`src/pkg/eeprom_prot_pkg.sv`:
```
package eeprom_prot_pkg;
	// clock rate of ref_clk
	localparam int CLK_MHZ = 40;
	// density and organisation of the array served by this block
	localparam int DENSITY_KBIT = 512;
	localparam int ADDR_BITS    = 16;
	localparam int PAGE_BITS    = 8;
	// density-dependent features
	localparam bit SMALL_PART     = (DENSITY_KBIT <= 4);
	localparam bit PIN_EN_PRESENT = (DENSITY_KBIT >= 8);
	localparam bit ERASE_PRESENT  = (DENSITY_KBIT >= 512);
	// instruction opcodes, sent msb first
	localparam logic [7:0] OP_LATCH_SET   = 8'h06;
	localparam logic [7:0] OP_LATCH_CLEAR = 8'h04;
	localparam logic [7:0] OP_STATUS_RD   = 8'h05;
	localparam logic [7:0] OP_STATUS_WR   = 8'h01;
	localparam logic [7:0] OP_PAGE_ERASE  = 8'h42;
	// status byte field positions
	localparam int BIT_PIN_EN  = 7;
	localparam int BIT_BP_HI   = 3;
	localparam int BIT_BP_LO   = 2;
	localparam int BIT_LATCH   = 1;
	localparam int BIT_BUSY    = 0;
	// power-up values of the stored bits
	localparam logic       PIN_EN_RST = 1'b0;
	localparam logic [1:0] BP_RST     = 2'b00;
	localparam logic       LATCH_RST  = 1'b0;
	// exact frame lengths in serial clocks, and the clock count ceiling
	localparam logic [4:0] LEN_CMD      = 5'h08;
	localparam logic [4:0] LEN_STAT_WR  = 5'h10;
	localparam logic [4:0] LEN_ERASE    = 5'h18;
	localparam logic [4:0] CNT_MAX      = 5'h1F;
	// self-timed cycle durations
	localparam int T_STAT_WR_US    = 5000;
	localparam int T_PAGE_ERASE_US = 6000;
	localparam int STAT_WR_CYCLES    = T_STAT_WR_US * CLK_MHZ;
	localparam int PAGE_ERASE_CYCLES = T_PAGE_ERASE_US * CLK_MHZ;
	localparam int TIMER_W           = 18;
	// serial frame progress
	typedef enum logic [1:0] {
		FR_IDLE    = 2'b00,
		FR_ACTIVE  = 2'b01,
		FR_READOUT = 2'b10
	} frame_e;
	// internal self-timed cycle
	typedef enum logic [1:0] {
		CYC_IDLE    = 2'b00,
		CYC_STAT_WR = 2'b01,
		CYC_ERASE   = 2'b10
	} cycle_e;
endpackage

```
`src/logic/eeprom_write_protect_status.sv`:
```
`timescale 1ns/1ps
module eeprom_write_protect_status #(
	parameter int STAT_WR_CYCLES    = eeprom_prot_pkg::STAT_WR_CYCLES,
	parameter int PAGE_ERASE_CYCLES = eeprom_prot_pkg::PAGE_ERASE_CYCLES
) (
	input  wire logic                                 ref_clk,
	input  wire logic                                 arst_n,
	input  wire logic                                 cs_n,
	input  wire logic                                 sck,
	input  wire logic                                 si,
	input  wire logic                                 wp_n,
	input  wire logic                                 arr_busy,
	input  wire logic                                 arr_write_done,
	output logic                                      so,
	output logic                                      so_oe_n,
	output logic                                      busy,
	output logic                                      latch_state,
	output logic                                      pin_protect_enable,
	output logic [1:0]                                block_protect,
	output logic                                      erase_go,
	output logic [eeprom_prot_pkg::PAGE_BITS-1:0]     erase_page
);

	localparam int AW = eeprom_prot_pkg::ADDR_BITS;

	// reset release chain
	logic                        rst_meta_ff;   // first stage, read only by second
	logic                        rst_n;         // released reset used everywhere
	// pin history for edge detection
	logic                        cs_prev_ff;    // chip select last cycle
	logic                        sck_prev_ff;   // serial clock last cycle
	logic                        sel_ff;        // selected after a proper fall
	// serial frame state
	eeprom_prot_pkg::frame_e     frame_ff;      // frame progress
	logic [4:0]                  bit_cnt_ff;    // clocks seen in this frame
	logic [23:0]                 shift_ff;      // incoming bits, msb first
	logic [7:0]                  opcode_ff;     // captured instruction
	logic [2:0]                  out_idx_ff;    // next status bit to send
	// stored bits
	logic                        latch_ff;      // write enable latch
	logic                        pin_en_ff;     // pin-protect enable
	logic [1:0]                  bp_ff;         // block-protect pair
	logic [7:0]                  sr_pend_ff;    // status byte awaiting commit
	// self-timed cycle
	eeprom_prot_pkg::cycle_e     cyc_ff;        // running cycle kind
	logic [eeprom_prot_pkg::TIMER_W-1:0] timer_ff; // cycles left
	// output registers
	logic                        so_ff;
	logic                        so_oe_n_ff;
	logic                        busy_ff;
	logic                        erase_go_ff;
	logic [eeprom_prot_pkg::PAGE_BITS-1:0] erase_page_ff;

	// decoded events
	logic       cs_fall;        // chip select high to low
	logic       cs_rise;        // end of a selected frame
	logic       sck_rise;       // sampling edge
	logic       sck_fall;       // shifting-out edge
	logic       cyc_active;     // internal cycle running
	logic       cyc_done;       // last cycle of internal cycle
	logic       hw_prot;        // pin protection in force
	logic       set_req;        // valid latch-set frame
	logic       clr_req;        // valid latch-clear frame
	logic       sr_req;         // well-formed status write frame
	logic       sr_start;       // status write accepted
	logic       er_req;         // well-formed page erase frame
	logic       er_prot;        // addressed page protected
	logic       er_start;       // page erase accepted
	logic [7:0] stat_byte;      // live status byte
	logic [AW-1:0] er_addr;     // address of erase frame

	// quarter check, scales with address width
	function automatic logic addr_protected(input logic [AW-1:0] a, input logic [1:0] bp);
		logic hit;
		hit = 1'b0;
		unique case (bp)
			2'b00: hit = 1'b0;
			2'b01: hit = (a[AW-1 -: 2] == 2'b11);
			2'b10: hit = a[AW-1];
			2'b11: hit = 1'b1;
		endcase
		return hit;
	endfunction

	// two-stage release of the asynchronous reset
	always_ff @(posedge ref_clk or negedge arst_n) begin
		if (!arst_n) begin
			rst_meta_ff <= 1'b0;
			rst_n       <= 1'b0;
		end else begin
			rst_meta_ff <= 1'b1;
			rst_n       <= rst_meta_ff;
		end
	end

	// pin edge decode; inputs are synchronous to ref_clk
	assign cs_fall  = cs_prev_ff && !cs_n;
	assign cs_rise  = !cs_prev_ff && cs_n && sel_ff;
	assign sck_rise = !sck_prev_ff && sck && sel_ff && !cs_n;
	assign sck_fall = sck_prev_ff && !sck && sel_ff && !cs_n;

	assign stat_byte = {pin_en_ff & eeprom_prot_pkg::PIN_EN_PRESENT, 3'b000,
		bp_ff, latch_ff, busy_ff};

	assign hw_prot = !wp_n && pin_en_ff && eeprom_prot_pkg::PIN_EN_PRESENT;

	assign cyc_active = (cyc_ff != eeprom_prot_pkg::CYC_IDLE);
	assign cyc_done   = cyc_active && (timer_ff == '0);
	assign er_addr    = shift_ff[AW-1:0];

	assign set_req = cs_rise && !busy_ff && opcode_ff == eeprom_prot_pkg::OP_LATCH_SET
		&& bit_cnt_ff == eeprom_prot_pkg::LEN_CMD;
	assign clr_req = cs_rise && !busy_ff && opcode_ff == eeprom_prot_pkg::OP_LATCH_CLEAR
		&& bit_cnt_ff == eeprom_prot_pkg::LEN_CMD;
	// status write only on exact rise, never while busy
	assign sr_req = cs_rise && !busy_ff && opcode_ff == eeprom_prot_pkg::OP_STATUS_WR
		&& bit_cnt_ff == eeprom_prot_pkg::LEN_STAT_WR;
	// pin protection refuses status write only
	assign sr_start = sr_req && latch_ff && !hw_prot;
	// erase opcode on large parts, exact end
	assign er_req = cs_rise && !busy_ff && eeprom_prot_pkg::ERASE_PRESENT
		&& opcode_ff == eeprom_prot_pkg::OP_PAGE_ERASE
		&& bit_cnt_ff == eeprom_prot_pkg::LEN_ERASE;
	assign er_prot = addr_protected(er_addr, bp_ff);
	// erase requires latch; protected page aborts
	assign er_start = er_req && latch_ff && !er_prot;

	// pin history and selection; reset value forces a fresh fall first
	always_ff @(posedge ref_clk or negedge rst_n) begin
		if (!rst_n) begin
			cs_prev_ff  <= 1'b0;
			sck_prev_ff <= 1'b0;
			sel_ff      <= 1'b0;
		end else begin
			cs_prev_ff  <= cs_n;
			sck_prev_ff <= sck;
			// select only on high-to-low chip select
			if (cs_fall) begin
				sel_ff <= 1'b1;
			end else if (cs_n) begin
				sel_ff <= 1'b0;
			end
		end
	end

	// serial frame: bit count, input shift, opcode capture
	always_ff @(posedge ref_clk or negedge rst_n) begin
		if (!rst_n) begin
			frame_ff   <= eeprom_prot_pkg::FR_IDLE;
			bit_cnt_ff <= 5'h00;
			shift_ff   <= 24'h00_0000;
			opcode_ff  <= 8'h00;
			out_idx_ff <= 3'h7;
		end else if (cs_fall) begin
			// new frame
			frame_ff   <= eeprom_prot_pkg::FR_ACTIVE;
			bit_cnt_ff <= 5'h00;
			opcode_ff  <= 8'h00;
			out_idx_ff <= 3'h7;
		end else if (cs_n) begin
			// deselected
			frame_ff <= eeprom_prot_pkg::FR_IDLE;
		end else if (sck_rise) begin
			// msb arrives first, shifts toward the top
			shift_ff <= {shift_ff[22:0], si};
			if (bit_cnt_ff != eeprom_prot_pkg::CNT_MAX) begin
				bit_cnt_ff <= bit_cnt_ff + 5'h01;
			end
			if (bit_cnt_ff == eeprom_prot_pkg::LEN_CMD - 5'h01) begin
				opcode_ff <= {shift_ff[6:0], si};
				// status read enters readout after opcode
				if ({shift_ff[6:0], si} == eeprom_prot_pkg::OP_STATUS_RD) begin
					frame_ff <= eeprom_prot_pkg::FR_READOUT;
				end
			end
		end else if (sck_fall && frame_ff == eeprom_prot_pkg::FR_READOUT) begin
			// walk the status byte; wraps to repeat it
			out_idx_ff <= out_idx_ff - 3'h1;
		end
	end

	// status bits shift out on falling edges, even while busy
	always_ff @(posedge ref_clk or negedge rst_n) begin
		if (!rst_n) begin
			so_ff      <= 1'b0;
			so_oe_n_ff <= 1'b1;
		end else if (cs_n) begin
			so_oe_n_ff <= 1'b1;
		end else if (sck_fall && frame_ff == eeprom_prot_pkg::FR_READOUT) begin
			so_ff      <= stat_byte[out_idx_ff];
			so_oe_n_ff <= 1'b0;
		end
	end

	// write enable latch
	always_ff @(posedge ref_clk or negedge rst_n) begin
		if (!rst_n) begin
			latch_ff <= eeprom_prot_pkg::LATCH_RST;
		end else if (cyc_done || arr_write_done) begin
			// completion of a write or erase clears latch
			latch_ff <= 1'b0;
		end else if (eeprom_prot_pkg::SMALL_PART && !wp_n) begin
			// low protect pin clears latch on small parts
			latch_ff <= 1'b0;
		end else if (set_req) begin
			latch_ff <= 1'b1;
		end else if (clr_req) begin
			latch_ff <= 1'b0;
		end
	end

	// self-timed cycle sequencer
	always_ff @(posedge ref_clk or negedge rst_n) begin
		if (!rst_n) begin
			cyc_ff     <= eeprom_prot_pkg::CYC_IDLE;
			timer_ff   <= '0;
			sr_pend_ff <= 8'h00;
		end else if (cyc_active) begin
			if (cyc_done) begin
				cyc_ff <= eeprom_prot_pkg::CYC_IDLE;
			end else begin
				timer_ff <= timer_ff - 1'b1;
			end
		end else if (sr_start) begin
			// status write runs its own timed cycle
			cyc_ff     <= eeprom_prot_pkg::CYC_STAT_WR;
			timer_ff   <= eeprom_prot_pkg::TIMER_W'(STAT_WR_CYCLES - 1);
			sr_pend_ff <= shift_ff[7:0];
		end else if (er_start) begin
			// erase starts on the chip-select rise
			cyc_ff   <= eeprom_prot_pkg::CYC_ERASE;
			timer_ff <= eeprom_prot_pkg::TIMER_W'(PAGE_ERASE_CYCLES - 1);
		end
	end

	// stored protection bits, committed when the status write completes
	always_ff @(posedge ref_clk or negedge rst_n) begin
		if (!rst_n) begin
			pin_en_ff <= eeprom_prot_pkg::PIN_EN_RST;
			bp_ff     <= eeprom_prot_pkg::BP_RST;
		end else if (cyc_done && cyc_ff == eeprom_prot_pkg::CYC_STAT_WR) begin
			// only a status write changes the protect bits
			bp_ff <= {sr_pend_ff[eeprom_prot_pkg::BIT_BP_HI],
				sr_pend_ff[eeprom_prot_pkg::BIT_BP_LO]};
			// enable bit exists only on larger parts
			pin_en_ff <= sr_pend_ff[eeprom_prot_pkg::BIT_PIN_EN]
				& eeprom_prot_pkg::PIN_EN_PRESENT;
		end
	end

	// busy flag register, includes the external array writer
	always_ff @(posedge ref_clk or negedge rst_n) begin
		if (!rst_n) begin
			busy_ff <= 1'b0;
		end else begin
			// one while any internal write runs
			busy_ff <= (cyc_active && !cyc_done) || sr_start || er_start || arr_busy;
		end
	end

	// erase request toward the array
	always_ff @(posedge ref_clk or negedge rst_n) begin
		if (!rst_n) begin
			erase_go_ff   <= 1'b0;
			erase_page_ff <= '0;
		end else begin
			erase_go_ff <= er_start;
			if (er_start) begin
				// low address bits ignored, page index only
				erase_page_ff <= er_addr[AW-1 -: eeprom_prot_pkg::PAGE_BITS];
			end
		end
	end

	assign so                 = so_ff;
	assign so_oe_n            = so_oe_n_ff;
	assign busy               = busy_ff;
	assign latch_state        = latch_ff;
	assign pin_protect_enable = pin_en_ff;
	assign block_protect      = bp_ff;
	assign erase_go           = erase_go_ff;
	assign erase_page         = erase_page_ff;
endmodule

```
`config.mk`:
```
export PLATFORM = sky130hd
export DESIGN_NAME = eeprom_write_protect_status
export DESIGN_NICKNAME = d
export VERILOG_FILES = /design/src/pkg/eeprom_prot_pkg.sv /design/src/logic/eeprom_write_protect_status.sv
export SDC_FILE = /design/constraint.sdc
export NUM_CORES = 1
export LEC_CHECK = 0
export BUFFER_PORTS_ARGS = -buffer_cell sky130_fd_sc_hd__buf_2
export CAP_MARGIN = 15
export CORE_MARGIN = 2
export CORE_UTILIZATION = 45
export DETAILED_ROUTE_END_ITERATION = 12
export SYNTH_ARGS = -nofsm -noshare
export SYNTH_HDL_FRONTEND = slang
export SYNTH_SLANG_ARGS = --single-unit
```
`constraint.sdc`:
```
create_clock -name ref_clk -period 2.6 [get_ports ref_clk]
set_input_delay 0.52 -clock ref_clk [delete_from_list [all_inputs] [get_ports ref_clk]]
set_output_delay 0.52 -clock ref_clk [all_outputs]
set_load 0.05 [all_outputs]
```
After elaboration in Yosys (flattened, before gate mapping)

Cells that the tools add are included.

Bits in registers: 83
Latch bits: 0
Memory bits (writable): 0
ROM bits: 0
Memories kept: 0

Add/sub/neg operators: 3
$mul: 0
Div/mod/pow operators: 0
Magnitude comparators: 1
Equal/unequal tests: 20
Shift operators: 0
Mux-type cells: 35
Bitwise logic cells: 3
Reductions and logical operators: 63

Operators by type and width:

| operator              | count |
|---|---|
| $mux 18               | 4 |
| $mux 8                | 4 |
| $logic_and 1x1->1     | 27 |
| $eq 8x3->1 const B    | 3 |
| $mux 5                | 4 |
| $logic_not 18->1      | 1 |
| $mux 2                | 9 |
| $sub 18x1->18 const B | 1 |
| $reduce_and 3->1      | 5 |
| $reduce_bool 3->1     | 5 |
| $reduce_bool 2->1     | 7 |
| $mux 3                | 4 |
| $eq 5x5->1 const B    | 2 |
| $logic_not 1->1       | 9 |
| $eq 2x2->1 const B    | 4 |
| $eq 8x1->1 const B    | 1 |
| $eq 8x7->1 const B    | 1 |
| $mux 1                | 8 |
| $reduce_and 2->1      | 4 |
| $add 5x1->5 const B   | 1 |
| $eq 5x3->1 const B    | 1 |
| $eq 5x4->1 const B    | 1 |
| $ne 5x5->1 const B    | 1 |
| $eq 2x1->1 const B    | 2 |
| other kinds (9)       | 16 |

Depth between registers and ports, before layout

Word-level depth: 11
Mapped depth: 8
Mapped depth without buffers: 7

Least setup slack after synthesis

Ideal clock, no wire load.

Kind: register -> register
Start: reg timer_ff[0] in the netlist's numbering
End: reg bp_ff[0], in the netlist block_protect[0]
Setup time: 0.125 ns
Data arrival time: 2.115 ns
Required time: 2.475 ns
Slack: 0.360 ns
Cell stages (with the launch flop): 8
Path buffers: 0
Clock period less this slack: 2.240 ns
Cells stage by stage: dfrtp_1 -> inv_1 -> ha_1 -> nor4b_2 -> nand3_1 -> or2_2 -> nor3b_4 -> mux2_2

Cells in the longest elaborated chain, start to end: 3

RTL lines:

| what                   | line                               | source |
|---|---|---|
| from (decl)            | eeprom_write_protect_status.sv:46  | `logic [eeprom_prot_pkg::TIMER_W-1:0] timer_ff;` |
| from (signal assigned) | eeprom_write_protect_status.sv:222 | `timer_ff <= timer_ff - 1'b1;` |
| from (signal assigned) | eeprom_write_protect_status.sv:227 | `timer_ff <= eeprom_prot_pkg::TIMER_W'(STAT_WR_CYCLES - 1);` |
| from (signal assigned) | eeprom_write_protect_status.sv:232 | `timer_ff <= eeprom_prot_pkg::TIMER_W'(PAGE_ERASE_CYCLES - 1);` |
| $logic_not 18->1       | eeprom_write_protect_status.sv:108 | `assign cyc_done = cyc_active && (timer_ff == '0);` |
| $logic_and 1x1->1      | eeprom_write_protect_status.sv:108 |  |
| $logic_and 1x1->1      | eeprom_write_protect_status.sv:241 | `end else if (cyc_done && cyc_ff == eeprom_prot_pkg::CYC_STAT_WR) begin` |
| to (signal assigned)   | eeprom_write_protect_status.sv:240 | `bp_ff <= eeprom_prot_pkg::BP_RST;` |
| to (signal assigned)   | eeprom_write_protect_status.sv:243 | `bp_ff <= {sr_pend_ff[eeprom_prot_pkg::BIT_BP_HI],` |
| to (decl)              | eeprom_write_protect_status.sv:42  | `logic [1:0] bp_ff;` |

No other way between the ends.
A chain may end at the register's enable or synchronous reset.

Worst setup path after layout

Start: reg timer_ff[0] in the netlist's numbering
End: reg pin_en_ff, in the netlist pin_protect_enable

Cells in the longest elaborated chain, start to end: 3

RTL lines:

| what                 | line                               | source |
|---|---|---|
| $logic_not 18->1     | eeprom_write_protect_status.sv:108 |  |
| $logic_and 1x1->1    | eeprom_write_protect_status.sv:108 |  |
| $logic_and 1x1->1    | eeprom_write_protect_status.sv:241 |  |
| to (signal assigned) | eeprom_write_protect_status.sv:239 | `pin_en_ff <= eeprom_prot_pkg::PIN_EN_RST;` |
| to (signal assigned) | eeprom_write_protect_status.sv:246 | `pin_en_ff <= sr_pend_ff[eeprom_prot_pkg::BIT_PIN_EN]` |
| to (decl)            | eeprom_write_protect_status.sv:41  | `logic pin_en_ff;` |

No other way between the ends.

==> flow_summary.rst <==
.. list-table::
   :header-rows: 1

   * - Metric
     - Value
   * - Outcome
     - finished clean
   * - Y dimension of the die
     - 93.13 µm
   * - Setup crit end kind
     - register
   * - Global-route wire length before repair
     - 12140 µm
   * - CTS Root Buffer Type
     - sky130_fd_sc_hd__clkbuf_8
   * - Initial Utilization
     - 0.4626
   * - Utilization after layout
     - 0.5287
   * - Dominant cells by area after synthesis
     - sky130_fd_sc_hd__dfrtp_1, sky130_fd_sc_hd__mux2_2, sky130_fd_sc_hd__dfstp_2
   * - Unrepaired setup endpoints after global routing
     - false
   * - Most common cell in the synthesized netlist
     - sky130_fd_sc_hd__dfrtp_1
   * - Critical path required time
     - 2.83 ns
   * - Ordered list of cells on the worst path
     - inv_1, ha_1, nor4b_2, nand3_1, or2_2, nor3b_4, mux2_2
   * - Number of violations reported at the end of detailed-routing iteration 0
     - 152
   * - CP Max Fanout
     - 6
   * - Net Sw Power
     - 0.5421 mW
   * - TritonCTS clock tree
     - built
   * - Number of port buffers
     - 23
   * - GRT Total Usage
     - 0.1804
   * - Power per Cell Area
     - 551.9 nW/µm²
   * - Residual overflow from global routing
     - 0
   * - Count of standard-cell rows
     - 32
   * - Number of remaining DRC errors
     - 0
   * - Critical Path Start Type
     - register
   * - Die outline area
     - 8672 µm²
   * - Class of the most critical setup path
     - reg -> reg
   * - Reg clk slew, reported paths
     - 0.09 ns
   * - Area growth from synthesis to layout
     - 14.28%
   * - Setup violators final
     - 0
   * - Ratio of cells with drive above 1 in the final layout
     - 0.2821
   * - VDD IR max
     - 0.0003924 V
   * - H-Tree Depth
     - 3
   * - Vias per cell
     - 5.536
   * - Net Sw Frac
     - 0.2404
   * - Post-Synthesis Cell Area
     - 3575 µm²
   * - Worst Hold Class
     - in -> reg
   * - Synth Register Bits
     - 78
   * - Fraction of power consumed by sequential logic
     - 0.562
   * - Met3 track demand over resource
     - 0.03304
   * - Achievable clock frequency
     - 414.1 MHz
   * - Via total after detailed routing
     - 2508
   * - Ys flop type
     - sky130_fd_sc_hd__dfrtp_1
   * - GR Util met2
     - 0.2669
   * - Final clock skew
     - 0.008306 ns
   * - Seq. cell area
     - 1961 µm²
   * - Synthesized area per cell
     - 11.64 µm²
   * - Count of different cell masters after synthesis
     - 59
   * - Maximum number of pins on one net before global-route repair
     - 77
   * - Clock insertion delay at the later pin of the skew report
     - 0.34 ns
   * - Sequential area share after synthesis
     - 0.5474
   * - GR met1 Demand/Resource
     - 0.2569
   * - Most Used Layer, Global Route
     - met2
   * - Post-CTS sizing
     - 0
   * - Number of inserted filler cells in the final layout
     - 687
   * - Number of synthesized flops with an enable pin
     - 0
   * - Final routed wirelength across all metal layers
     - 7045 µm
   * - Half-perimeter wire length after placement
     - 4812 µm
   * - Max-slew headroom
     - 0.3665
   * - Synthesized Nets
     - 320
   * - Internal cell power
     - 1.712 mW
   * - Initial antenna violation count
     - 0
   * - CORE AREA
     - 7727 µm²
   * - First-pass iteration count of the detailed router
     - 4
   * - Clk buf depth
     - 2
   * - Post-route clock period utilization
     - 0.9289
   * - Critical path's top delay family
     - simple AND/OR/NAND/NOR gates
   * - Clock group share of total power
     - 0.414
   * - Via count of the first global-routing pass
     - 2452
   * - Routability Congestion
     - 0.8649
   * - Critical path buffers and inverters
     - 1
   * - Most frequent cells after synthesis
     - sky130_fd_sc_hd__dfrtp_1, sky130_fd_sc_hd__mux2_2, sky130_fd_sc_hd__nor2_1, sky130_fd_sc_hd__nand2_1
   * - Standby leakage power
     - 1.899 nW
   * - Summed area of non-filler cells in the final layout
     - 4085 µm²
   * - Post-DRT Antenna Nets
     - 0
   * - Final Critical Period
     - 2.415 ns
   * - Synth warn
     - 0
   * - Die Wd
     - 93.13 µm
   * - Number of placed I/O pins
     - 24
   * - Arrival time of the worst setup path
     - 2.65 ns
   * - Detailed-route wire length per cell
     - 15.55 µm
   * - Number of inserted diodes
     - 0
   * - Final-layout setup total negative slack
     - 0 ns
   * - Area share of the leading cell type in the synthesized netlist
     - 0.5180
   * - Maximum single-stage delay on the critical path
     - 0.44 ns
   * - Slew at the pin closest to its max-slew limit
     - 0.9503 ns
   * - Total power draw
     - 2.255 mW
   * - Max cap viols
     - 0
   * - Clock buffer count from CTS
     - 9
   * - Critical path's slowest cell
     - sky130_fd_sc_hd__dfrtp_1
   * - Max-slew violation total from the final report
     - 0
   * - Largest area contributor in the netlist
     - sky130_fd_sc_hd__dfrtp_1
   * - Endpoints failing hold
     - 0
   * - Power share of the combinational group
     - 0.025
   * - Sink Count
     - 78
   * - Area of the multi-input gates
     - 1525 µm²
   * - Post-Synthesis Cells
     - 307
   * - Instance area after placement
     - 3871 µm²
   * - Proportion of synthesized flip-flops having asynchronous set or reset
     - 1.000
   * - Number of nets in the final layout
     - 359
   * - Hold slack
     - 0.3130 ns
registers in the layout (all words and copies together), names as in the netlist, 2 cells and up:
name           count
cyc_ff             2
erase_page         8
shift_ff          16
bit_cnt_ff         5
block_protect      2
out_idx_ff         3
timer_ff          18
opcode_ff          8
sr_pend_ff         3
frame_ff           2
timing repair:
action / in CTS / in global routing
hold buffers: 1 / 0
buffers inserted: 0 / 0
endpoints found under the hold margin: 2 / 0
cells in the final DEF, fill, tap and decap left out, drive strengths merged, types with 3 or more instances in the layout:
cell type  synthesis  final
nand3              4      4
nor4               4      4
inv               12     15
ha                 5      5
dfrtp             74     74
o21ai             13     13
xnor2              3      3
buf                2     36
and3               3      3
a211oi             3      3
nand2b             4      4
dfstp              4      4
nor3              10     10
nor2              23     23
nor2b              4      4
or3                7      7
mux2              30     30
nand2             16     16
a22o              10     10
a31oi             10     10
nor4b              7      7
a21oi              7      7
o31ai              3      3
clkbuf             6      9
nand4              4      4
or4                3      3
power groups by stage:
stage	sequential, mW	clock, mW	combinational, mW
after floorplan	1.28	0	0.0349
after global placement	1.29	0	0.0542
after detailed placement	1.29	0	0.0551
after CTS	1.27	0.960	0.0565
after global routing	1.27	1.02	0.0623
final	1.27	0.932	0.0559
kinds of logic after synthesis:
kind of cell    synth area share
flops                     0.5474
other cells             0.001049
compound gates            0.1208
buf+inv                  0.02590
xor+xnor                0.009802
fa+ha+maj                0.01750
mux                       0.1036
simple gates              0.1740
final timing paths:
check	slack, ns	from	end	cells after the start
setup reg to reg	0.18	timer_ff[0]	pin_protect_enable	7
max in group asynchronous	1.50	rst_n	shift_ff[4]	0
min in group asynchronous	0.48	arst_n	rst_n	2
setup / recovery	0.18	timer_ff[0]	pin_protect_enable	7
hold / removal	0.31	sck	sck_prev_ff	1
hold reg to reg	0.37	rst_meta_ff	rst_n	0
metal layers:
metal,vias up,part of all wire
li1,1228,-
met1,1231,0.49
met2,40,0.45
met3,9,0.037
met4,0,0.016
met5,-,0
area by class of cell:
| class | count | area share |
|---|---|---|
| Tap cell | 102 | 0.03124 |
| Inverter | 12 | 0.01103 |
| Clock buffer | 9 | 0.03032 |
| Clock inverter | 7 | 0.01960 |
| Multi-Input combinational cell | 208 | 0.3734 |
| Sequential cell | 78 | 0.4799 |
| Timing Repair Buffer | 37 | 0.05452 |
through the flow:
stage,std cells,setup slack (ns)
4_1_cts,453,0.2046
3_3_place_gp,436,0.2873
3_5_place_dp,436,0.2185
6_report,453,0.1849
2_1_floorplan,307,0.2738
5_1_grt,453,0.01782
No activity file was read; power rests on OpenSTA's default activity.
